[src/hdl/cctr_pkg.sv]
// Behaviour
// - Discharge counter counts discharge, wraps past FFFFH
// - Charge counter counts charge, wraps past FFFFH
// - Self-discharge counter runs awake and asleep
// - Self-discharge rate doubles per band, 1/8h..16/h
// - Sleep wakes briefly to advance self-discharge
// - Discharge time counts 4096 per hour
// - Discharge time wrap sets slow flag, 16/hour
// - Second discharge time wrap clears slow flag
// - Charge time counts 4096 per hour
// - Charge time wrap sets slow flag, 16/hour
// - Second charge time wrap clears slow flag
// - Mode bit 7: pin input, reset 0
// - Mode bit 6: open-drain release, reset 1
// - Mode bits 3:1 sleep threshold, reset ones
// - Mode bit 0 power flag, host writable
// - Clear bits 0..2 zero counters, self-clear
// - Clear bits 4,3 zero time counters, flags
// - Time counter clear restores fast rate
`default_nettype none
package cctr_pkg;

    // Register addresses
    localparam logic [6:0] ADDR_CLEAR = 7'h63;
    localparam logic [6:0] ADDR_MODE = 7'h64;
    localparam logic [6:0] ADDR_CT_LO = 7'h65;
    localparam logic [6:0] ADDR_CT_HI = 7'h66;
    localparam logic [6:0] ADDR_DT_LO = 7'h67;
    localparam logic [6:0] ADDR_DT_HI = 7'h68;
    localparam logic [6:0] ADDR_SD_LO = 7'h69;
    localparam logic [6:0] ADDR_SD_HI = 7'h6A;
    localparam logic [6:0] ADDR_CC_LO = 7'h6B;
    localparam logic [6:0] ADDR_CC_HI = 7'h6C;
    localparam logic [6:0] ADDR_DC_LO = 7'h6D;
    localparam logic [6:0] ADDR_DC_HI = 7'h6E;

    // Clear register bit positions
    localparam int CLR_DCHG_BIT = 0;
    localparam int CLR_CHG_BIT = 1;
    localparam int CLR_SELF_BIT = 2;
    localparam int CLR_DTIME_BIT = 3;
    localparam int CLR_CTIME_BIT = 4;
    localparam logic [4:0] CLEAR_RESET = 5'h00;

    // Mode register bit positions
    localparam int MODE_DIR_BIT = 7;
    localparam int MODE_LVL_BIT = 6;
    localparam int MODE_SCT_BIT = 5;
    localparam int MODE_SDT_BIT = 4;
    localparam int MODE_THR_LSB = 1;
    localparam int MODE_POR_BIT = 0;
    localparam logic [7:0] MODE_RESET = 8'h4F;
    localparam logic [7:0] MODE_WR_MASK = 8'hCF;

    // Command byte write flag
    localparam int CMD_WRITE_BIT = 7;

    // Time counter rates per hour; the fast tick comes every 0.8789 s
    localparam int RATE_FAST_PER_HOUR = 4096;
    localparam int RATE_SLOW_PER_HOUR = 16;
    localparam logic [7:0] SLOW_LAST = 8'((RATE_FAST_PER_HOUR / RATE_SLOW_PER_HOUR) - 1);
    localparam logic [2:0] SD_BAND_TOP = 3'h7;

    // Carriers
    typedef struct packed {
        logic write;
        logic [6:0] addr;
    } cctr_cmd_t;

    typedef struct packed {
        logic valid;
        cctr_cmd_t cmd;
        logic [7:0] wdata;
    } cctr_req_t;

    typedef struct packed {
        logic valid;
        logic [7:0] rdata;
    } cctr_rsp_t;

    typedef struct packed {
        logic chg_pulse;
        logic dchg_pulse;
        logic chg_active;
        logic dchg_active;
    } cctr_sense_t;

    typedef enum logic [1:0] {PWR_RUN, PWR_ARMED, PWR_SLEEP, PWR_BRIEF} cctr_pwr_t;

    typedef struct packed {
        logic [15:0] cnt;
    } cctr_cnt_t;

    typedef struct packed {
        logic [4:0] clr;
        logic [7:0] mode;
        logic [7:0] psc;
        logic [6:0] sd_psc;
        cctr_pwr_t pwr;
        logic tick_pend;
        logic [1:0] gpio_sync;
        logic [1:0] low_sync;
        logic gpio_lvl;
        logic gpio_oe_n;
        logic gpio_out;
        logic brief;
        cctr_rsp_t rsp;
    } cctr_st_t;

    localparam cctr_st_t ST_RESET = '{
        clr: CLEAR_RESET, mode: MODE_RESET, psc: 8'h00, sd_psc: 7'h00,
        pwr: PWR_RUN, tick_pend: 1'b0, gpio_sync: 2'h0, low_sync: 2'h0,
        gpio_lvl: 1'b0, gpio_oe_n: 1'b1, gpio_out: 1'b0, brief: 1'b0,
        rsp: '{valid: 1'b0, rdata: 8'h00}};

endpackage : cctr_pkg
`default_nettype wire

[src/hdl/cctr_top.sv]
`default_nettype none
module cctr_top
    import cctr_pkg::*;
(
    input wire logic mclk, // System clock, 25 MHz
    input wire logic reset_n, // Power-on reset, active low
    input wire cctr_req_t req, // Host register request
    output cctr_rsp_t rsp_r, // Answer with read data
    input wire cctr_sense_t sense, // Integrator results
    input wire logic tick_fast, // Timebase pulse, 0.8789 s
    input wire logic [2:0] temp_band, // 0 below 0 C .. 7 above 60 C
    input wire logic [2:0] sense_mag, // Sense magnitude, threshold units
    input wire logic pd_cmd, // Power-down command pulse
    input wire logic link_wake, // Link transition pulse
    input wire logic supply_low, // Supply below power-on level
    input wire logic gpio_in, // General-purpose pin level
    output logic gpio_out, // Pin drive value
    output logic gpio_oe_n, // Pin driven when low
    output logic gpio_level_r, // Synchronised pin level
    output logic sleep_r, // Device asleep
    output logic brief_wake_r // Short maintenance wake
);

    cctr_st_t st_r; // Registered state except the counters
    cctr_st_t st_nxt; // Its next value

    logic [15:0] dc_cnt; // Discharge count
    logic [15:0] cc_cnt; // Charge count
    logic [15:0] sd_cnt; // Self-discharge count
    logic [15:0] dt_cnt; // Discharge time
    logic [15:0] ct_cnt; // Charge time
    logic dt_wrap; // Discharge time rollover
    logic ct_wrap; // Charge time rollover
    logic awake; // Not in deep sleep
    logic base_tick; // Timebase tick, awake or parked in sleep
    logic sd_step; // Timebase step for self-discharge
    logic sd_inc; // Self-discharge increment
    logic slow_hit; // Slow-rate prescaler terminal
    logic dt_inc; // Discharge time increment
    logic ct_inc; // Charge time increment
    logic wr_en; // Host write accepted

    // Byte select of a counter pair
    function automatic logic [7:0] cnt_byte(input logic [15:0] cnt, input logic hi);
        cnt_byte = hi ? cnt[15:8] : cnt[7:0];
    endfunction : cnt_byte

    // Prescaler terminal for the temperature band
    function automatic logic [6:0] sd_last(input logic [2:0] band);
        logic [2:0] sh;
        sh = SD_BAND_TOP - band;
        sd_last = 7'((8'h01 << sh) - 8'h01);
    endfunction : sd_last

    // Read-back mux; unmapped addresses read zero
    function automatic logic [7:0] rd_mux(input logic [6:0] addr, input cctr_st_t s,
                                          input logic [15:0] dc, input logic [15:0] cc,
                                          input logic [15:0] sd, input logic [15:0] dt,
                                          input logic [15:0] ct);
        case (addr)
            ADDR_CLEAR: rd_mux = {3'h0, s.clr};
            ADDR_MODE: rd_mux = s.mode;
            ADDR_CT_LO: rd_mux = cnt_byte(ct, 1'b0);
            ADDR_CT_HI: rd_mux = cnt_byte(ct, 1'b1);
            ADDR_DT_LO: rd_mux = cnt_byte(dt, 1'b0);
            ADDR_DT_HI: rd_mux = cnt_byte(dt, 1'b1);
            ADDR_SD_LO: rd_mux = cnt_byte(sd, 1'b0);
            ADDR_SD_HI: rd_mux = cnt_byte(sd, 1'b1);
            ADDR_CC_LO: rd_mux = cnt_byte(cc, 1'b0);
            ADDR_CC_HI: rd_mux = cnt_byte(cc, 1'b1);
            ADDR_DC_LO: rd_mux = cnt_byte(dc, 1'b0);
            ADDR_DC_HI: rd_mux = cnt_byte(dc, 1'b1);
            default: rd_mux = 8'h00;
        endcase
    endfunction : rd_mux

    // Discharge count
    cctr_counter16 u_dc (
        .mclk(mclk),
        .reset_n(reset_n),
        .clr(st_r.clr[CLR_DCHG_BIT]),
        .inc(sense.dchg_pulse),
        .cnt_r(dc_cnt),
        .wrap()
    );

    // Charge count
    cctr_counter16 u_cc (
        .mclk(mclk),
        .reset_n(reset_n),
        .clr(st_r.clr[CLR_CHG_BIT]),
        .inc(sense.chg_pulse),
        .cnt_r(cc_cnt),
        .wrap()
    );

    // Self-discharge count
    cctr_counter16 u_sd (
        .mclk(mclk),
        .reset_n(reset_n),
        .clr(st_r.clr[CLR_SELF_BIT]),
        .inc(sd_inc),
        .cnt_r(sd_cnt),
        .wrap()
    );

    // Discharge time
    cctr_counter16 u_dt (
        .mclk(mclk),
        .reset_n(reset_n),
        .clr(st_r.clr[CLR_DTIME_BIT]),
        .inc(dt_inc),
        .cnt_r(dt_cnt),
        .wrap(dt_wrap)
    );

    // Charge time
    cctr_counter16 u_ct (
        .mclk(mclk),
        .reset_n(reset_n),
        .clr(st_r.clr[CLR_CTIME_BIT]),
        .inc(ct_inc),
        .cnt_r(ct_cnt),
        .wrap(ct_wrap)
    );

    // Increment terms shared by the counters and the state update
    always_comb begin
        awake = (st_r.pwr == PWR_RUN) || (st_r.pwr == PWR_ARMED);
        // Asleep, the tick is parked and consumed during the brief wake
        if (st_r.pwr == PWR_BRIEF) begin
            base_tick = st_r.tick_pend;
        end else begin
            base_tick = awake && tick_fast;
        end
        slow_hit = st_r.psc == SLOW_LAST;
        // Hottest band steps at 16 per hour, the slow prescaler terminal
        sd_step = base_tick && slow_hit;
        sd_inc = sd_step && (st_r.sd_psc >= sd_last(temp_band));
        // Fast rate each tick; slow rate once per prescaler turn
        dt_inc = awake && tick_fast && sense.dchg_active
                 && (!st_r.mode[MODE_SDT_BIT] || slow_hit);
        ct_inc = awake && tick_fast && sense.chg_active
                 && (!st_r.mode[MODE_SCT_BIT] || slow_hit);
        wr_en = req.valid && req.cmd.write;
    end

    // Next-state logic
    always_comb begin
        st_nxt = st_r;

        // Pin and supply synchronisers
        st_nxt.gpio_sync = {st_r.gpio_sync[0], gpio_in};
        st_nxt.low_sync = {st_r.low_sync[0], supply_low};
        st_nxt.gpio_lvl = st_r.gpio_sync[1];

        // Shared slow prescaler runs on every tick, parked sleep ticks too
        if (base_tick) begin
            st_nxt.psc = st_r.psc + 8'h01;
        end

        // Self-discharge prescaler, restarted at its terminal
        if (sd_step) begin
            st_nxt.sd_psc = sd_inc ? 7'h00 : st_r.sd_psc + 7'h01;
        end

        // Clear bits done this cycle drop back to zero
        st_nxt.clr = CLEAR_RESET;

        // Rollover toggles the slow flag: set first, cleared second
        if (dt_wrap) begin
            st_nxt.mode[MODE_SDT_BIT] = !st_r.mode[MODE_SDT_BIT];
        end
        if (ct_wrap) begin
            st_nxt.mode[MODE_SCT_BIT] = !st_r.mode[MODE_SCT_BIT];
        end

        // Host writes
        if (wr_en) begin
            case (req.cmd.addr)
                ADDR_CLEAR: begin
                    // Upper bits are ignored; the host keeps them zero
                    st_nxt.clr = req.wdata[4:0];
                end
                ADDR_MODE: begin
                    // Slow flags are hardware-owned
                    st_nxt.mode = (st_r.mode & ~MODE_WR_MASK)
                                  | (req.wdata & MODE_WR_MASK);
                    if (dt_wrap) begin
                        st_nxt.mode[MODE_SDT_BIT] = !st_r.mode[MODE_SDT_BIT];
                    end
                    if (ct_wrap) begin
                        st_nxt.mode[MODE_SCT_BIT] = !st_r.mode[MODE_SCT_BIT];
                    end
                end
                default: begin
                    // Read-only or unmapped: no effect
                end
            endcase
        end

        // Clearing a time counter also returns it to the fast rate
        if (st_r.clr[CLR_DTIME_BIT]) begin
            st_nxt.mode[MODE_SDT_BIT] = 1'b0;
        end
        if (st_r.clr[CLR_CTIME_BIT]) begin
            st_nxt.mode[MODE_SCT_BIT] = 1'b0;
        end

        // Supply dip sets the flag; set wins over a host write
        if (st_r.low_sync[1]) begin
            st_nxt.mode[MODE_POR_BIT] = 1'b1;
        end

        // Open-drain pin: drive low only when output and level is 0
        st_nxt.gpio_out = 1'b0;
        st_nxt.gpio_oe_n = st_nxt.mode[MODE_DIR_BIT]
                           || st_nxt.mode[MODE_LVL_BIT];

        // Power state
        st_nxt.brief = 1'b0;
        case (st_r.pwr)
            PWR_RUN: begin
                if (pd_cmd) begin
                    st_nxt.pwr = PWR_ARMED;
                end
            end
            PWR_ARMED: begin
                // Zero threshold means sleep at once
                if (st_r.mode[3:MODE_THR_LSB] == 3'h0
                    || sense_mag < st_r.mode[3:MODE_THR_LSB]) begin
                    st_nxt.pwr = PWR_SLEEP;
                end
            end
            PWR_SLEEP: begin
                if (link_wake) begin
                    st_nxt.pwr = PWR_RUN;
                end else if (tick_fast) begin
                    st_nxt.pwr = PWR_BRIEF;
                    st_nxt.tick_pend = 1'b1;
                    st_nxt.brief = 1'b1;
                end
            end
            PWR_BRIEF: begin
                st_nxt.tick_pend = 1'b0;
                st_nxt.pwr = link_wake ? PWR_RUN : PWR_SLEEP;
            end
            default: begin
                st_nxt.pwr = PWR_RUN;
            end
        endcase

        // One answer per request, one cycle later
        st_nxt.rsp.valid = req.valid;
        if (req.valid && !req.cmd.write) begin
            st_nxt.rsp.rdata = rd_mux(req.cmd.addr, st_r, dc_cnt, cc_cnt,
                                      sd_cnt, dt_cnt, ct_cnt);
        end else begin
            st_nxt.rsp.rdata = 8'h00;
        end
    end

    // State register; constants only under reset
    always_ff @(posedge mclk or negedge reset_n) begin
        if (!reset_n) begin
            st_r <= ST_RESET;
        end else begin
            st_r <= st_nxt;
        end
    end

    // Outputs straight from flops, except sleep_r, decoded from the power state
    assign rsp_r = st_r.rsp;
    assign gpio_out = st_r.gpio_out;
    assign gpio_oe_n = st_r.gpio_oe_n;
    assign gpio_level_r = st_r.gpio_lvl;
    assign sleep_r = (st_r.pwr == PWR_SLEEP);
    assign brief_wake_r = st_r.brief;

endmodule : cctr_top
`default_nettype wire

[src/hdl/cctr_counter16.sv]
`default_nettype none
module cctr_counter16
    import cctr_pkg::*;
(
    input wire logic mclk, // System clock
    input wire logic reset_n, // Async reset, active low
    input wire logic clr, // Zero the count
    input wire logic inc, // Advance by one
    output logic [15:0] cnt_r, // Current count
    output logic wrap // Pulse on FFFFH to zero
);

    cctr_cnt_t st_r; // Registered state
    cctr_cnt_t st_nxt; // Next state

    // Clear first, then increment with free wrap
    always_comb begin
        st_nxt = st_r;
        if (clr) begin
            st_nxt.cnt = 16'h0000;
        end else if (inc) begin
            st_nxt.cnt = st_r.cnt + 16'h0001;
        end
    end

    // Wrap is seen only on a real increment, never on a clear
    assign wrap = inc && !clr && (st_r.cnt == 16'hFFFF);

    // State register
    always_ff @(posedge mclk or negedge reset_n) begin
        if (!reset_n) begin
            st_r <= '{cnt: 16'h0000};
        end else begin
            st_r <= st_nxt;
        end
    end

    assign cnt_r = st_r.cnt;

endmodule : cctr_counter16
`default_nettype wire

[config.mk]
export PLATFORM = sky130hd
export DESIGN_NAME = cctr_top
export DESIGN_NICKNAME = d
export VERILOG_FILES = /design/src/hdl/cctr_pkg.sv /design/src/hdl/cctr_top.sv /design/src/hdl/cctr_counter16.sv
export SDC_FILE = /design/constraint.sdc
export NUM_CORES = 1
export LEC_CHECK = 0
export BUFFER_PORTS_ARGS = -buffer_cell sky130_fd_sc_hd__buf_4
export CORE_MARGIN = 2
export CORE_UTILIZATION = 50
export DETAILED_ROUTE_END_ITERATION = 8
export PLACE_DENSITY = 0.68
export SLEW_MARGIN = 20
export SYNTH_ARGS = -nofsm -noshare
export SYNTH_HDL_FRONTEND = slang
export SYNTH_HIERARCHICAL = 1
export SYNTH_SLANG_ARGS = --single-unit
[constraint.sdc]
create_clock -name mclk -period 3.7 [get_ports mclk]
set_clock_uncertainty 0.15 [all_clocks]
set_input_delay 0.185 -clock mclk [delete_from_list [all_inputs] [get_ports mclk]]
set_output_delay 0.185 -clock mclk [all_outputs]
set_load 0.05 [all_outputs]
=== Yosys cells after proc, flatten, opt, wreduce, memory -nomap -nowiden ===
Index checks and enable logic that the tools add are counted.

* Register bits: 127

* Add/sub/neg operators: 9
* Bitwise operators: 1
* Eq/ne operators: 23
* Shift-type cells: 1
* Muxes and demuxes: 35
* Reduce and logical (&&, ||, !) cells: 37
* Order comparisons: 2

{| class="wikitable"
|+ Operators by type and width
! operator !! count
|-
| $mux 16 || 10
|-
| $pmux 8 s12 || 1
|-
| $eq 7x7->1 const B || 12
|-
| $add 16x1->16 const B || 5
|-
| $eq 16x16->1 const B || 2
|-
| $mux 8 || 2
|-
| $reduce_bool 2->1 || 8
|-
| $logic_and 1x1->1 || 13
|-
| $mux 13 || 1
|-
| $mux 1 || 12
|-
| $add 8x1->8 const B || 1
|-
| $eq 8x8->1 const B || 1
|-
| $mux 2 || 4
|-
| $or 6x8->8 || 1
|-
| $pmux 2 s4 || 1
|-
| $add 7x1->7 const B || 1
|-
| $ge 7x7->1 || 1
|-
| $mux 7 || 1
|-
| $shl 1x3->7 const A || 1
|-
| $sub 7x1->7 const B || 1
|-
| $ne 2x2->1 const B || 3
|-
| $reduce_and 3->1 || 2
|-
| $logic_not 1->1 || 5
|-
| $logic_or 1x1->1 || 5
|-
| 12 further kinds || 14
|}

=== Logic depth before layout (Yosys ltp) ===
Gate-level depths: netlist of run 1.

* Depth in word-level cells: 11
* Depth in mapped cells: 16
* Gate-level depth less buffers: 13

=== By module ===
The synthesis of run 1 kept the hierarchy.

{| class="wikitable"
|+ By module, submodules not included
! module !! times used !! area an instance (um^2) !! cells an instance
|-
| cctr_counter16 || 5 || 864.6 || 87
|-
| cctr_top || 1 || 3188.1 || 332
|}

=== Worst setup path before layout of run 1 ===
Ideal clock, no wire load.

* Path kind: in2reg
* Start point: input port temp_band[0]
* End point: register u_sd.st_r (netlist bit u_sd/cnt_r[14])
* Stages on the path: 16
* Slack: 0.619 ns
* Library setup time: 0.128 ns
* Arrival: 2.803 ns
* Buffers on the path: 3
* Data required time: 3.422 ns
* Path through: nand3b_1 > ha_1 > clkbuf_1 > xnor2_1 > nor2_1 > a31oi_1 > ha_1 > nand2_1 > nor3_1 > a21o_2 > and2_1 > buf_4 > nand4_4 > buf_6 > nor4_1 > mux2_1

* Longest elaborated chain between the ends: 6

{| class="wikitable"
|+ Ends and longest elaborated chain
! item !! line !! source
|-
| from (decl) || cctr_top.sv:11 || <nowiki>input wire logic [2:0] temp_band,</nowiki>
|-
| $sub 3x3->3 || cctr_top.sv:51 || <nowiki>sh = SD_BAND_TOP - band;</nowiki>
|-
| $shl 1x3->7 || cctr_top.sv:52 || <nowiki>sd_last = 7'((8'h01 << sh) - 8'h01);</nowiki>
|-
| $sub 7x1->7 || cctr_top.sv:52 ||
|-
| $ge 7x7->1 || cctr_top.sv:139 || <nowiki>sd_inc = sd_step && (st_r.sd_psc >= sd_last(temp_band));</nowiki>
|-
| $logic_and 1x1->1 || cctr_top.sv:139 ||
|-
| net sd_inc || cctr_top.sv:37 || <nowiki>logic sd_inc;</nowiki>
|-
| $reduce_bool 2->1 (no line) || -- ||
|-
| to (signal assigned) || cctr_counter16.sv:32 || <nowiki>st_r <= '{cnt: 16'h0000};</nowiki>
|-
| to (signal assigned) || cctr_counter16.sv:34 || <nowiki>st_r <= st_nxt;</nowiki>
|-
| to (decl) || cctr_counter16.sv:13 || <nowiki>cctr_cnt_t st_r;</nowiki>
|}

The timed path passes the listed nets, and every way through them passes these cells.
A chain may end at the register's enable or synchronous reset.

=== Final worst setup path of run 1 ===
* Start point: input port temp_band[0]
* End point: register u_sd.st_r (netlist bit u_sd/cnt_r[7])

Same word-level chain as after synthesis.

==> results of run 1 <==
## routing by layer
layer	wire length, um	global-route usage, %
met1	8110	32.0
met2	8650	37.3
met3	1170	5.61
met4	384	7.63
met5	0	0
## layout make-up
cell class / instances / area [um^2]
repair buffers: 65 / 538
well taps: 184 / 230
clock inverters: 9 / 130
flip-flops and latches: 127 / 3190
fillers: 1228 / 6020
multi-input cells: 572 / 3900
inverters: 8 / 30.0
clock buffers: 23 / 498
## what timing repair did
item                                    CTS  global route
hold buffers                             15             0
endpoints found under the setup margin    0             0
hold endpoints to repair                143             0
## flip-flops by register name (all words and copies together), names as in the netlist
register / count
brief_wake_r: 1
st_r: 32
u_cc/cnt_r: 16
u_dc/cnt_r: 16
rsp_r: 9
u_sd/cnt_r: 16
u_ct/cnt_r: 16
st_nxt: 3
gpio_oe_n: 1
u_dt/cnt_r: 16
gpio_level_r: 1
## report_power, final
group / leakage, nW / internal [mW] / switching, mW
Clock: 0.297 / 1.15 / 0.612
Sequential: 1.68 / 1.57 / 0.328
Combinational: 1.66 / 0.317 / 0.411
## worst min-delay path, stage by stage
cell      delay [ns]
buf_4           0.08
nand2b_1        0.04
a21oi_1         0.14
a21o_1          0.09
## placed cells by master, fill, tap and decap left out, drive strengths merged, types with 8 or more instances in the layout
cell / n
a21oi: 55
a22o: 11
a22oi: 8
buf: 50
clkbuf: 23
dfrtp: 121
dlygate4sd3: 15
ha: 17
inv: 8
mux2: 37
mux2i: 16
nand2: 65
nand3: 9
nand4: 43
nor2: 64
nor2b: 35
nor3: 12
nor4: 21
o21ai: 32
o31ai: 20
or3: 16
or4: 22
xnor2: 12
xor2: 19
## metrics by stage
| stage | utilization [%] | hold WS [ns] | total power, mW | std cells | area [um^2] |
|---|---|---|---|---|---|
| 6_report | 58.6 | 0.00954 | 4.39 | 988 | 8510 |
| 4_1_cts | 58.6 | 0.000128 | 4.41 | 988 | 8510 |
| 5_1_grt | 58.6 | 0.0182 | 4.59 | 988 | 8510 |
| 3_5_place_dp | 53.2 | 0.146 | 2.62 | 941 | 7730 |
| 3_3_place_gp | 53.2 | 0.145 | 2.58 | 941 | 7730 |
| 2_1_floorplan | - | -0.261 | 2.38 | 755 | 7440 |
## worst max-delay path by stage
stage	end	slack [ns]	cells after the start
2_1_floorplan	u_sd/cnt_r[14]$_DFFE_PN0P_	0.62	16
3_3_place_gp	u_sd/cnt_r[13]$_DFFE_PN0P_	0.32	14
3_5_place_dp	u_sd/cnt_r[13]$_DFFE_PN0P_	0.22	14
4_1_cts	u_sd/cnt_r[13]$_DFFE_PN0P_	0.65	14
5_1_grt	u_sd/cnt_r[7]$_DFFE_PN0P_	0.43	14
6_report	u_sd/cnt_r[7]$_DFFE_PN0P_	0.63	14
==> summary.md, run 1 <==
| Metric | Value |
|---|---|
| Pwr/cell area | `516 nW/um^2` |
| DRC Markers | `0` |
| # port buffers | `45` |
| Number of global-route vias before repair | `~5800` |
| Rows | `44` |
| Core area | `14500 um^2` |
| Relative slew slack | `41.8%` |
| Critical Path Max Stage Delay | `0.55 ns` |
| Ant diodes | `0` |
| CP Data Required Time | `3.87 ns` |
| TritonCTS buffer count | `17` |
| Die width | `126 um` |
| Crit path launch | `temp_band[0]` |
| Layout Nets | `842` |
| Gate Count Post-Synth | `roughly 760` |
| Reg2Reg Setup Slack | `0.81 ns` |
| Pre-CTS WS | `0.223 ns` |
| CP Capture Type | `flip-flop` |
| Initial DRT Pass Iterations | `5` |
| Hold Path Class | `in -> reg` |
| Vias per inst | `6.16` |
| H-tree levels | `4` |
| Crit path top cell by count | `ha_1` |
| Net Count, Synth | `806` |
| Leak | `3.64 nW` |
| CTS tree | `done` |
| DP HPWL | `12500 um` |
| Worst setup SP type | `input port` |
| Post-CTS Setup Inserts | `0` |
| Reg-to-Reg Start | `st_r[27]$_DFFE_PN0P_` |
| Grt ovf | `0` |
| RSZ-0062 raised after global routing | `no` |
| Reg2reg path depth | `8` |
| Clock sink count | `127` |
| Final Slew Violations | `0` |
| Crit-path cells | `buf_4, nand3b_1, ha_1, xnor2_1, nor2_1, a31oi_1, ha_1, nand2_1, nor3_1, a21o_2, and2_1, nand4_2, or4_1, a21oi_1` |
| Hold Crit Start | `pd_cmd` |
| CP max stage cell | `or4_1` |
| Boundary Pins | `48` |
| Initial antenna violation count | `0` |
| Layout cells sized above 1 | `16.3%` |
| Area grow syn2layout | `14.5%` |
| Clk root buf | `clkbuf_16` |
| Later-pin clock latency in the skew report | `0.42 ns` |
| Clock slew seen by the registers of the worst setup and hold paths | `about 0.05 ns` |
| Longest Clk Path Bufs | `2` |
| Gr usage total | `23.5%` |
| Initial core utilization | `about half` |
| CP Max Fanout | `9` |
| Worst EP arrival | `3.24 ns` |
| Antenna-violating nets left | `0` |
| First-pass GRT wire length | `29800 um` |
| Die Span Y | `126 um` |
| CP bufs+invs | `1` |
| Largest net degree at the start of global routing | `128` |
| Worst hold path depth | `4` |
| Post-CTS resize count | `0` |
| Max cap viols | `0` |
| Crit share post-route | `82.9%` |
| Final Critical Period | `3.07 ns` |
| Synth Cell Area | `around 7400 um^2` |
| GP Congestion | `0.939` |
| Worst reg2reg endpoint | `u_sd/cnt_r[7]$_DFFE_PN0P_` |
| DR iter-0 viols | `~660` |
| Die area | `15900 um^2` |
| CP Class | `in -> reg` |
| Fmax achieved | `326 MHz` |
| Pin slew with the least headroom to its limit | `0.871 ns` |
| Worst vdd ir | `just over 0.4 mV` |
| Worst hold endpoint | `st_r[18]$_DFFE_PN0P_` |
| CP delay by family, top | `simple AND/OR/NAND/NOR gates` |
| Routed length per instance | `18.5 um` |
| Status | `finished, final reports clean` |
| Fin. Hold Viols | `0` |
| Yosys warning count | `6` |
| Post-Route WL | `~18000 um` |
| Syn_area_per_cell | `9.85 um^2` |
| Setup TNS | `0 ns` |
| Endpoints failing setup | `0` |
| Final setup margin | `~0.63 ns` |
| DR vias | `6087` |
Note: power is estimated with default switching activity, not from simulation.
==> inputs of run 2 (changes only) <==
--- a/config.mk
+++ b/config.mk
@@ -9,7 +9,7 @@
 export CORE_MARGIN = 2
 export CORE_UTILIZATION = 50
 export DETAILED_ROUTE_END_ITERATION = 8
-export PLACE_DENSITY = 0.68
+export PLACE_DENSITY = 0.7
 export SLEW_MARGIN = 20
 export SYNTH_ARGS = -nofsm -noshare
 export SYNTH_HDL_FRONTEND = slang
==> constraint.sdc (replaced) <==
create_clock -name mclk -period 2.6 [get_ports mclk]
set_clock_uncertainty 0.15 [all_clocks]
set_input_delay 0.13 -clock mclk [delete_from_list [all_inputs] [get_ports mclk]]
set_output_delay 0.13 -clock mclk [all_outputs]
set_load 0.05 [all_outputs]
==> run 2 against run 1 <==
Against the previous run: utilization rose by 2.6 points; count of clock-buffer cells in the layout decreased by 4; highest routed layer unchanged; largest power group unchanged; via count grew 4.1%; sequential cell count did not move.
==> summary.md, run 2 (synthesis results as in run 1) <==
| Metric | Value |
|---|---|
| Max FFs per register | `32 (unchanged)` |
| DR iter-0 viols | `637 (-2.7%)` |
| Routed length per instance | `19.2 um (+3.4%)` |
| Layout cells sized above 1 | `22.3% (+6.0 points)` |
| Crit path depth | `10 (-4)` |
| DRC Markers | `0 (unchanged)` |
| Crit-path cells | `ha_2, nand3_2, or3_4, a21oi_2, buf_6, nand4_4, or4_4, nor3_4, xnor2_1, nor2_1` |
| Die width | `126 um (unchanged)` |
| Reg with most FFs | `st_r` |
| CP bufs+invs | `1 (unchanged)` |
| Hold Crit Start | `req[10]` |
| DP HPWL | `13400 um (+6.7%)` |
| Largest net degree at the start of global routing | `79 (-38%)` |
| CP Class | `reg -> reg` |
| Number of global-route vias before repair | `6270 (+8.2%)` |
| Reg-to-Reg Start | `st_r[27]$_DFFE_PN0P_` |
| Gr usage total | `24.9% (+1.4 points)` |
| CTS tree | `done` |
| Final Critical Period | `2.58 ns` |
| Most common cell after layout, fill and taps aside | `dfrtp_1` |
| Ant diodes | `0 (unchanged)` |
| Clock slew seen by the registers of the worst setup and hold paths | `0.06 ns (about the same)` |
| Grt ovf | `0 (unchanged)` |
| Initial DRT Pass Iterations | `6 (+1)` |
| Setup TNS | `0 ns (unchanged)` |
| Post-Route WL | `19600 um (+7.1%)` |
| Status | `finished, final reports clean` |
| Area grow syn2layout | `19.5%` |
| CP max stage cell | `or4_4` |
| Fmax achieved | `388 MHz` |
| Max cap viols | `0 (unchanged)` |
| First-pass GRT wire length | `31600 um (+6.1%)` |
| Longest Clk Path Bufs | `2 (unchanged)` |
| Worst EP arrival | `2.73 ns (-0.51 ns)` |
| DR vias | `6337 (+4.1%)` |
| Critical Path Max Stage Delay | `0.52 ns (-0.03 ns)` |
| Die area | `15900 um^2 (unchanged)` |
| Pin slew with the least headroom to its limit | `0.591 ns (-0.280 ns)` |
| RSZ-0062 raised after global routing | `yes` |
| Most frequent cells in the layout | `121 x dfrtp_1, 80 x buf_4, 64 x nand2_1` |
| Worst hold path depth | `3 (-1)` |
| Endpoints failing setup | `0 (unchanged)` |
| Hold Path Class | `in -> reg` |
| Clk root buf | `clkbuf_16` |
| Core area | `14500 um^2 (unchanged)` |
| Initial core utilization | `51.2% (unchanged)` |
| Final Slew Violations | `0 (unchanged)` |
| Later-pin clock latency in the skew report | `0.42 ns (about the same)` |
| Relative slew slack | `60.6% (+19 points)` |
| CP Data Required Time | `2.76 ns (-1.11 ns)` |
| Pwr/cell area | `683 nW/um^2 (+33%)` |
| Crit share post-route | `99.1%` |
| Leak | `3.85 nW (+5.5%)` |
| Vias per inst | `6.19 (+0.45%)` |
| Rows | `44 (unchanged)` |
| # port buffers | `45 (unchanged)` |
| TritonCTS buffer count | `17 (unchanged)` |
| CP delay by family, top | `simple AND/OR/NAND/NOR gates` |
| Initial antenna violation count | `0 (unchanged)` |
| Clock sink count | `127 (unchanged)` |
| GP Congestion | `0.922 (-1.8%)` |
| Reg2reg path depth | `10 (+2)` |
| Worst vdd ir | `0.531 mV (+29%)` |
| Antenna-violating nets left | `0 (unchanged)` |
| Die Span Y | `126 um (unchanged)` |
| Boundary Pins | `48 (unchanged)` |
| Fillers | `1203 (-2.0%)` |
| CP Max Fanout | `3 (-6)` |
| Worst setup SP type | `flip-flop` |
| H-tree levels | `4 (unchanged)` |
| Fin. Hold Viols | `0 (unchanged)` |
| Hold_ws | `0.0648 ns (+0.0553 ns)` |
| CP Capture Type | `flip-flop` |
| Crit path launch | `st_r[27]$_DFFE_PN0P_` |
| Layout Nets | `878 (+4.3%)` |
## run 2: repair_timing
| item | 4_1_cts | 5_1_grt |
|---|---|---|
| setup endpoints to repair | 2 | 22 |
| endpoints found under the hold margin | 155 | 0 |
| buffers inserted | 0 | 3 |
| hold buffers | 18 | 0 |
| gates cloned | 0 | 0 |
| pin swaps | 0 | 6 |
| gates resized for setup | 3 | 21 |
## run 2: worst register-to-register path, delay by kind of cell, from the launching register on
family                   cells  cell delay [ns]
AO/OA/AOI/OAI                1             0.16
XOR/XNOR                     1             0.15
buffers and inverters        1             0.14
AND/OR/NAND/NOR              6             1.32
flip-flops                   1             0.36
adder cells (fa/ha/maj)      1             0.20
## run 2: layout make-up
cell class | instances | area [um^2] | share of cell area, %
clock buffer | 19 | 443 | 4.98
clock inverter | 13 | 103 | 1.15
inverter | 8 | 30.0 | 0.338
multi-input combinational | 572 | 4070 | 45.8
sequential | 127 | 3190 | 35.8
tap | 184 | 230 | 2.59
timing repair buffer | 101 | 823 | 9.26
## run 2: per-layer routing
| layer | GRT usage [%] | vias to the layer above | share of wire, % | wire length (um) |
|---|---|---|---|---|
| li1 | - | 2941 | - | - |
| met1 | 33.1 | 3137 | 44 | 8550 |
| met2 | 40.0 | 229 | 49 | 9530 |
| met3 | 5.56 | 30 | 5.8 | 1140 |
| met4 | 9.37 | 0 | 2.1 | 409 |
| met5 | 0 | - | 0 | 0 |
## run 2: final timing paths
kind                       slack (ns)                endpoint
max                              0.02      st_r[39]$_DFF_PN0_
min                              0.06      rsp_r[5]$_DFF_PN0_
max reg2reg                      0.02      st_r[39]$_DFF_PN0_
min reg2reg                      0.20  gpio_level_r$_DFF_PN0_
max in group asynchronous        1.63    st_r[24]$_DFFE_PN0P_
min in group asynchronous        0.13    st_r[22]$_DFFE_PN0P_
## run 2: where the power goes
group,total (mW),switching [mW],internal [mW]
logic,1.18,0.651,0.528
registers,2.70,0.462,2.24
clock network,2.19,0.938,1.26
total,6.07,2.05,4.02
## run 2: stage by stage
stage / cells / utilization, % / power, mW / area [um^2] / setup slack [ns]
CTS: 1021 / 60.2 / 6.07 / 8740 / 0.00735
floorplan: 755 / - / 3.39 / 7490 / -0.237
detailed placement: 971 / 55.0 / 3.85 / 8000 / -0.288
global placement: 971 / 55.0 / 3.77 / 8000 / -0.163
global route: 1024 / 61.2 / 6.37 / 8890 / -0.108
finish: 1024 / 61.2 / 6.07 / 8890 / 0.0244
==> inputs of run 3 (changes only) <==
--- a/config.mk
+++ b/config.mk
@@ -5,6 +5,7 @@
 export SDC_FILE = /design/constraint.sdc
 export NUM_CORES = 1
 export LEC_CHECK = 0
+export ABC_AREA = 1
 export BUFFER_PORTS_ARGS = -buffer_cell sky130_fd_sc_hd__buf_4
 export CORE_MARGIN = 2
 export CORE_UTILIZATION = 50
==> run 3 against run 2 <==
Against the previous run: worst setup slack improved by 0.22 ns; die area increased by 7.1%; sequential cell count did not move; sequential share of layout area is 1.9 points lower; area after synthesis grew 7.3%; power down 0.47%; first-iteration DRC count grew 0.31%; utilization shrank 1.4 points; fmax is 9.2% higher; highest routed layer unchanged.
==> summary.md, run 3 <==
| Metric | Value |
|---|---|
| Later-pin clock latency in the skew report | `0.43 ns (about the same)` |
| CP bufs+invs | `2 (+1)` |
| Vias per inst | `5.21 (-16%)` |
| H-tree levels | `4 (unchanged)` |
| Hold Path Class | `in -> reg` |
| # port buffers | `45 (unchanged)` |
| Tot Pwr | `6.05 mW (-0.47%)` |
| Layout Nets | `1211 (+38%)` |
| Most common cell after layout, fill and taps aside | `nand2_1` |
| Max FFs per register | `32 (unchanged)` |
| TritonCTS buffer count | `17 (unchanged)` |
| Rows | `46 (+4.5%)` |
| CP Capture Type | `flip-flop` |
| Worst hold endpoint | `u_dt/cnt_r[0]$_DFFE_PN0P_` |
| Non-filler cells in the finished layout | `1389 (+36%)` |
| Initial core utilization | `50.8% (-0.39 points)` |
| Crit path top cell by count | `nor2_1` |
| CTS tree | `done` |
| Leak | `4.65 nW (+21%)` |
| Max cap viols | `0 (unchanged)` |
| Reg-to-Reg Start | `st_r[27]$_DFFE_PN0P_` |
| Final Slew Violations | `0 (unchanged)` |
| CP delay by family, top | `simple AND/OR/NAND/NOR gates` |
| Ant diodes | `0 (unchanged)` |
| Antenna-violating nets left | `0 (unchanged)` |
| Area grow syn2layout | `17.6%` |
| Layout cells sized above 1 | `17.2% (-5.0 points)` |
| CP Class | `reg -> reg` |
| Status | `finished, final reports clean` |
| Yosys warning count | `6 (unchanged)` |
| Clock slew seen by the registers of the worst setup and hold paths | `0.06 ns (about the same)` |
| CP Max Fanout | `3 (unchanged)` |
| Die Span Y | `130 um (+3.5%)` |
| Worst setup SP type | `flip-flop` |
| Initial DRT Pass Iterations | `7 (+1)` |
| GP Congestion | `0.887 (-3.8%)` |
| Most frequent cells in the layout | `247 x nand2_1, 155 x nor2_1, 146 x nand3_1` |
| Syn_area_per_cell | `7.33 um^2 (-26%)` |
| Placement Cell Area | `8590 um^2 (+7.4%)` |
| Longest Clk Path Bufs | `2 (unchanged)` |
| Final core occ | `59.7% (-1.4 points)` |
| Critical Path Max Stage Delay | `0.40 ns (-0.12 ns)` |
| Boundary Pins | `48 (unchanged)` |
| Worst vdd ir | `0.537 mV (+1.1%)` |
| Cells after DPL | `1341 (+38%)` |
| Final setup margin | `0.241 ns (+0.216 ns)` |
| Fmax achieved | `424 MHz (+9.2%)` |
| Synth Cell Area | `7980 um^2 (+7.3%)` |
| Largest net degree at the start of global routing | `49 (-38%)` |
| Worst EP arrival | `2.52 ns (-0.21 ns)` |
| Initial antenna violation count | `0 (unchanged)` |
| Reg2reg path depth | `12 (+2)` |
| First-pass GRT wire length | `31700 um (+0.31%)` |
| Grt ovf | `0 (unchanged)` |
| Worst hold path depth | `7 (+4)` |
| Endpoints failing setup | `0 (unchanged)` |
| Clock sink count | `127 (unchanged)` |
| Pre-CTS WS | `-0.0713 ns (+0.217 ns)` |
| FF/Latch Area | `3190 um^2 (unchanged)` |
| Die area | `17000 um^2 (+7.1%)` |
| Number of global-route vias before repair | `6634 (+5.8%)` |
| Setup TNS | `0 ns (unchanged)` |
| Post-Route WL | `19300 um (-1.7%)` |
| Die width | `130 um (+3.5%)` |
| Relative slew slack | `60.2% (-0.32 points)` |
| RSZ-0062 raised after global routing | `no` |
| Gate Count Post-Synth | `1088 (+44%)` |
| CP Data Required Time | `2.76 ns (about the same)` |
| Worst reg2reg endpoint | `st_r[40]$_DFF_PN0_` |
| DRC Markers | `0 (unchanged)` |
| Crit-path cells | `ha_1, nand2_1, nor3_2, o21ai_0, nor2_1, inv_2, nor2_2, nand3_1, nor4_1, buf_4, xnor2_1, nor2_1` |
| Crit share post-route | `90.7% (-8.3 points)` |
| Pwr/cell area | `644 nW/um^2 (-5.7%)` |
| Routed length per instance | `13.9 um (-28%)` |
| Final Critical Period | `2.36 ns (-0.216 ns)` |
| CP max stage cell | `dfrtp_1` |
| Reg with most FFs | `st_r` |
| Core area | `15700 um^2 (+8.1%)` |
| Reg2Reg Setup Slack | `0.24 ns (+0.22 ns)` |
| DP HPWL | `13800 um (+3.4%)` |
| DR vias | `7238 (+14%)` |
| Clk root buf | `clkbuf_16` |
| Gr usage total | `23.7% (-1.2 points)` |
| Hold Crit Start | `sense[0]` |
| Post-CTS Setup Inserts | `0 (unchanged)` |
| Fin. Hold Viols | `0 (unchanged)` |
| Hold_ws | `0.0252 ns (-0.0397 ns)` |
| Post-route cell area | `9380 um^2 (+5.6%)` |
| Net Count, Synth | `1139 (+41%)` |
| Pin slew with the least headroom to its limit | `0.594 ns (+0.00268 ns)` |
| Fillers | `1441 (+20%)` |
| DR iter-0 viols | `639 (+0.31%)` |
| Area occupied by multi-input gates | `4210 um^2 (+3.3%)` |
==> run 3: worst max path at each step <==
stage	endpoint	start	cells past startpoint
floorplan	u_sd/cnt_r[15]$_DFFE_PN0P_	temp_band[0]	19
global placement	u_sd/cnt_r[15]$_DFFE_PN0P_	temp_band[0]	20
detailed placement	u_sd/cnt_r[15]$_DFFE_PN0P_	temp_band[0]	20
CTS	st_r[40]$_DFF_PN0_	st_r[27]$_DFFE_PN0P_	12
global route	st_r[40]$_DFF_PN0_	st_r[27]$_DFFE_PN0P_	12
finish	st_r[40]$_DFF_PN0_	st_r[27]$_DFFE_PN0P_	12
==> run 3: worst register-to-register path, cell delays in order (launching register included) <==
cell and delay [ns]:
dfrtp_1 0.40, ha_1 0.19, nand2_1 0.10, nor3_2 0.18, o21ai_0 0.10, nor2_1 0.22, inv_2 0.07, nor2_2 0.14
nand3_1 0.10, nor4_1 0.26, buf_4 0.17, xnor2_1 0.10, nor2_1 0.06
==> run 3: repair_timing <==
item | 4_1_cts | 5_1_grt
hold buffers | 16 | 0
resized for setup | 0 | 1
endpoints found under the setup margin | 0 | 2
endpoints found under the hold margin | 73 | 0
==> run 3: layout make-up <==
cell class                 count  share of cell area, %
inverter                     112                   4.48
clock buffer                  19                   4.72
sequential                   127                   33.9
clock inverter                13                   1.99
multi-input combinational    823                   44.8
tap                          216                   2.88
timing repair buffer          79                   7.15
==> run 3: metal layers <==
| metal | vias to the layer above | wire length (um) | global-route usage, % |
|---|---|---|---|
| met5 | - | 0 | 0 |
| met1 | 3341 | 9210 | 32.9 |
| met4 | 0 | 318 | 8.03 |
| li1 | 3691 | - | - |
| met3 | 23 | 899 | 4.67 |
| met2 | 183 | 8850 | 37.4 |
==> run 3: where the power goes <==
| group | internal [mW] | total [mW] | switching [mW] |
|---|---|---|---|
| clock | 1.63 | 2.55 | 0.923 |
| combinational | 0.359 | 0.947 | 0.588 |
| sequential | 2.22 | 2.55 | 0.325 |
| total | 4.21 | 6.05 | 1.84 |
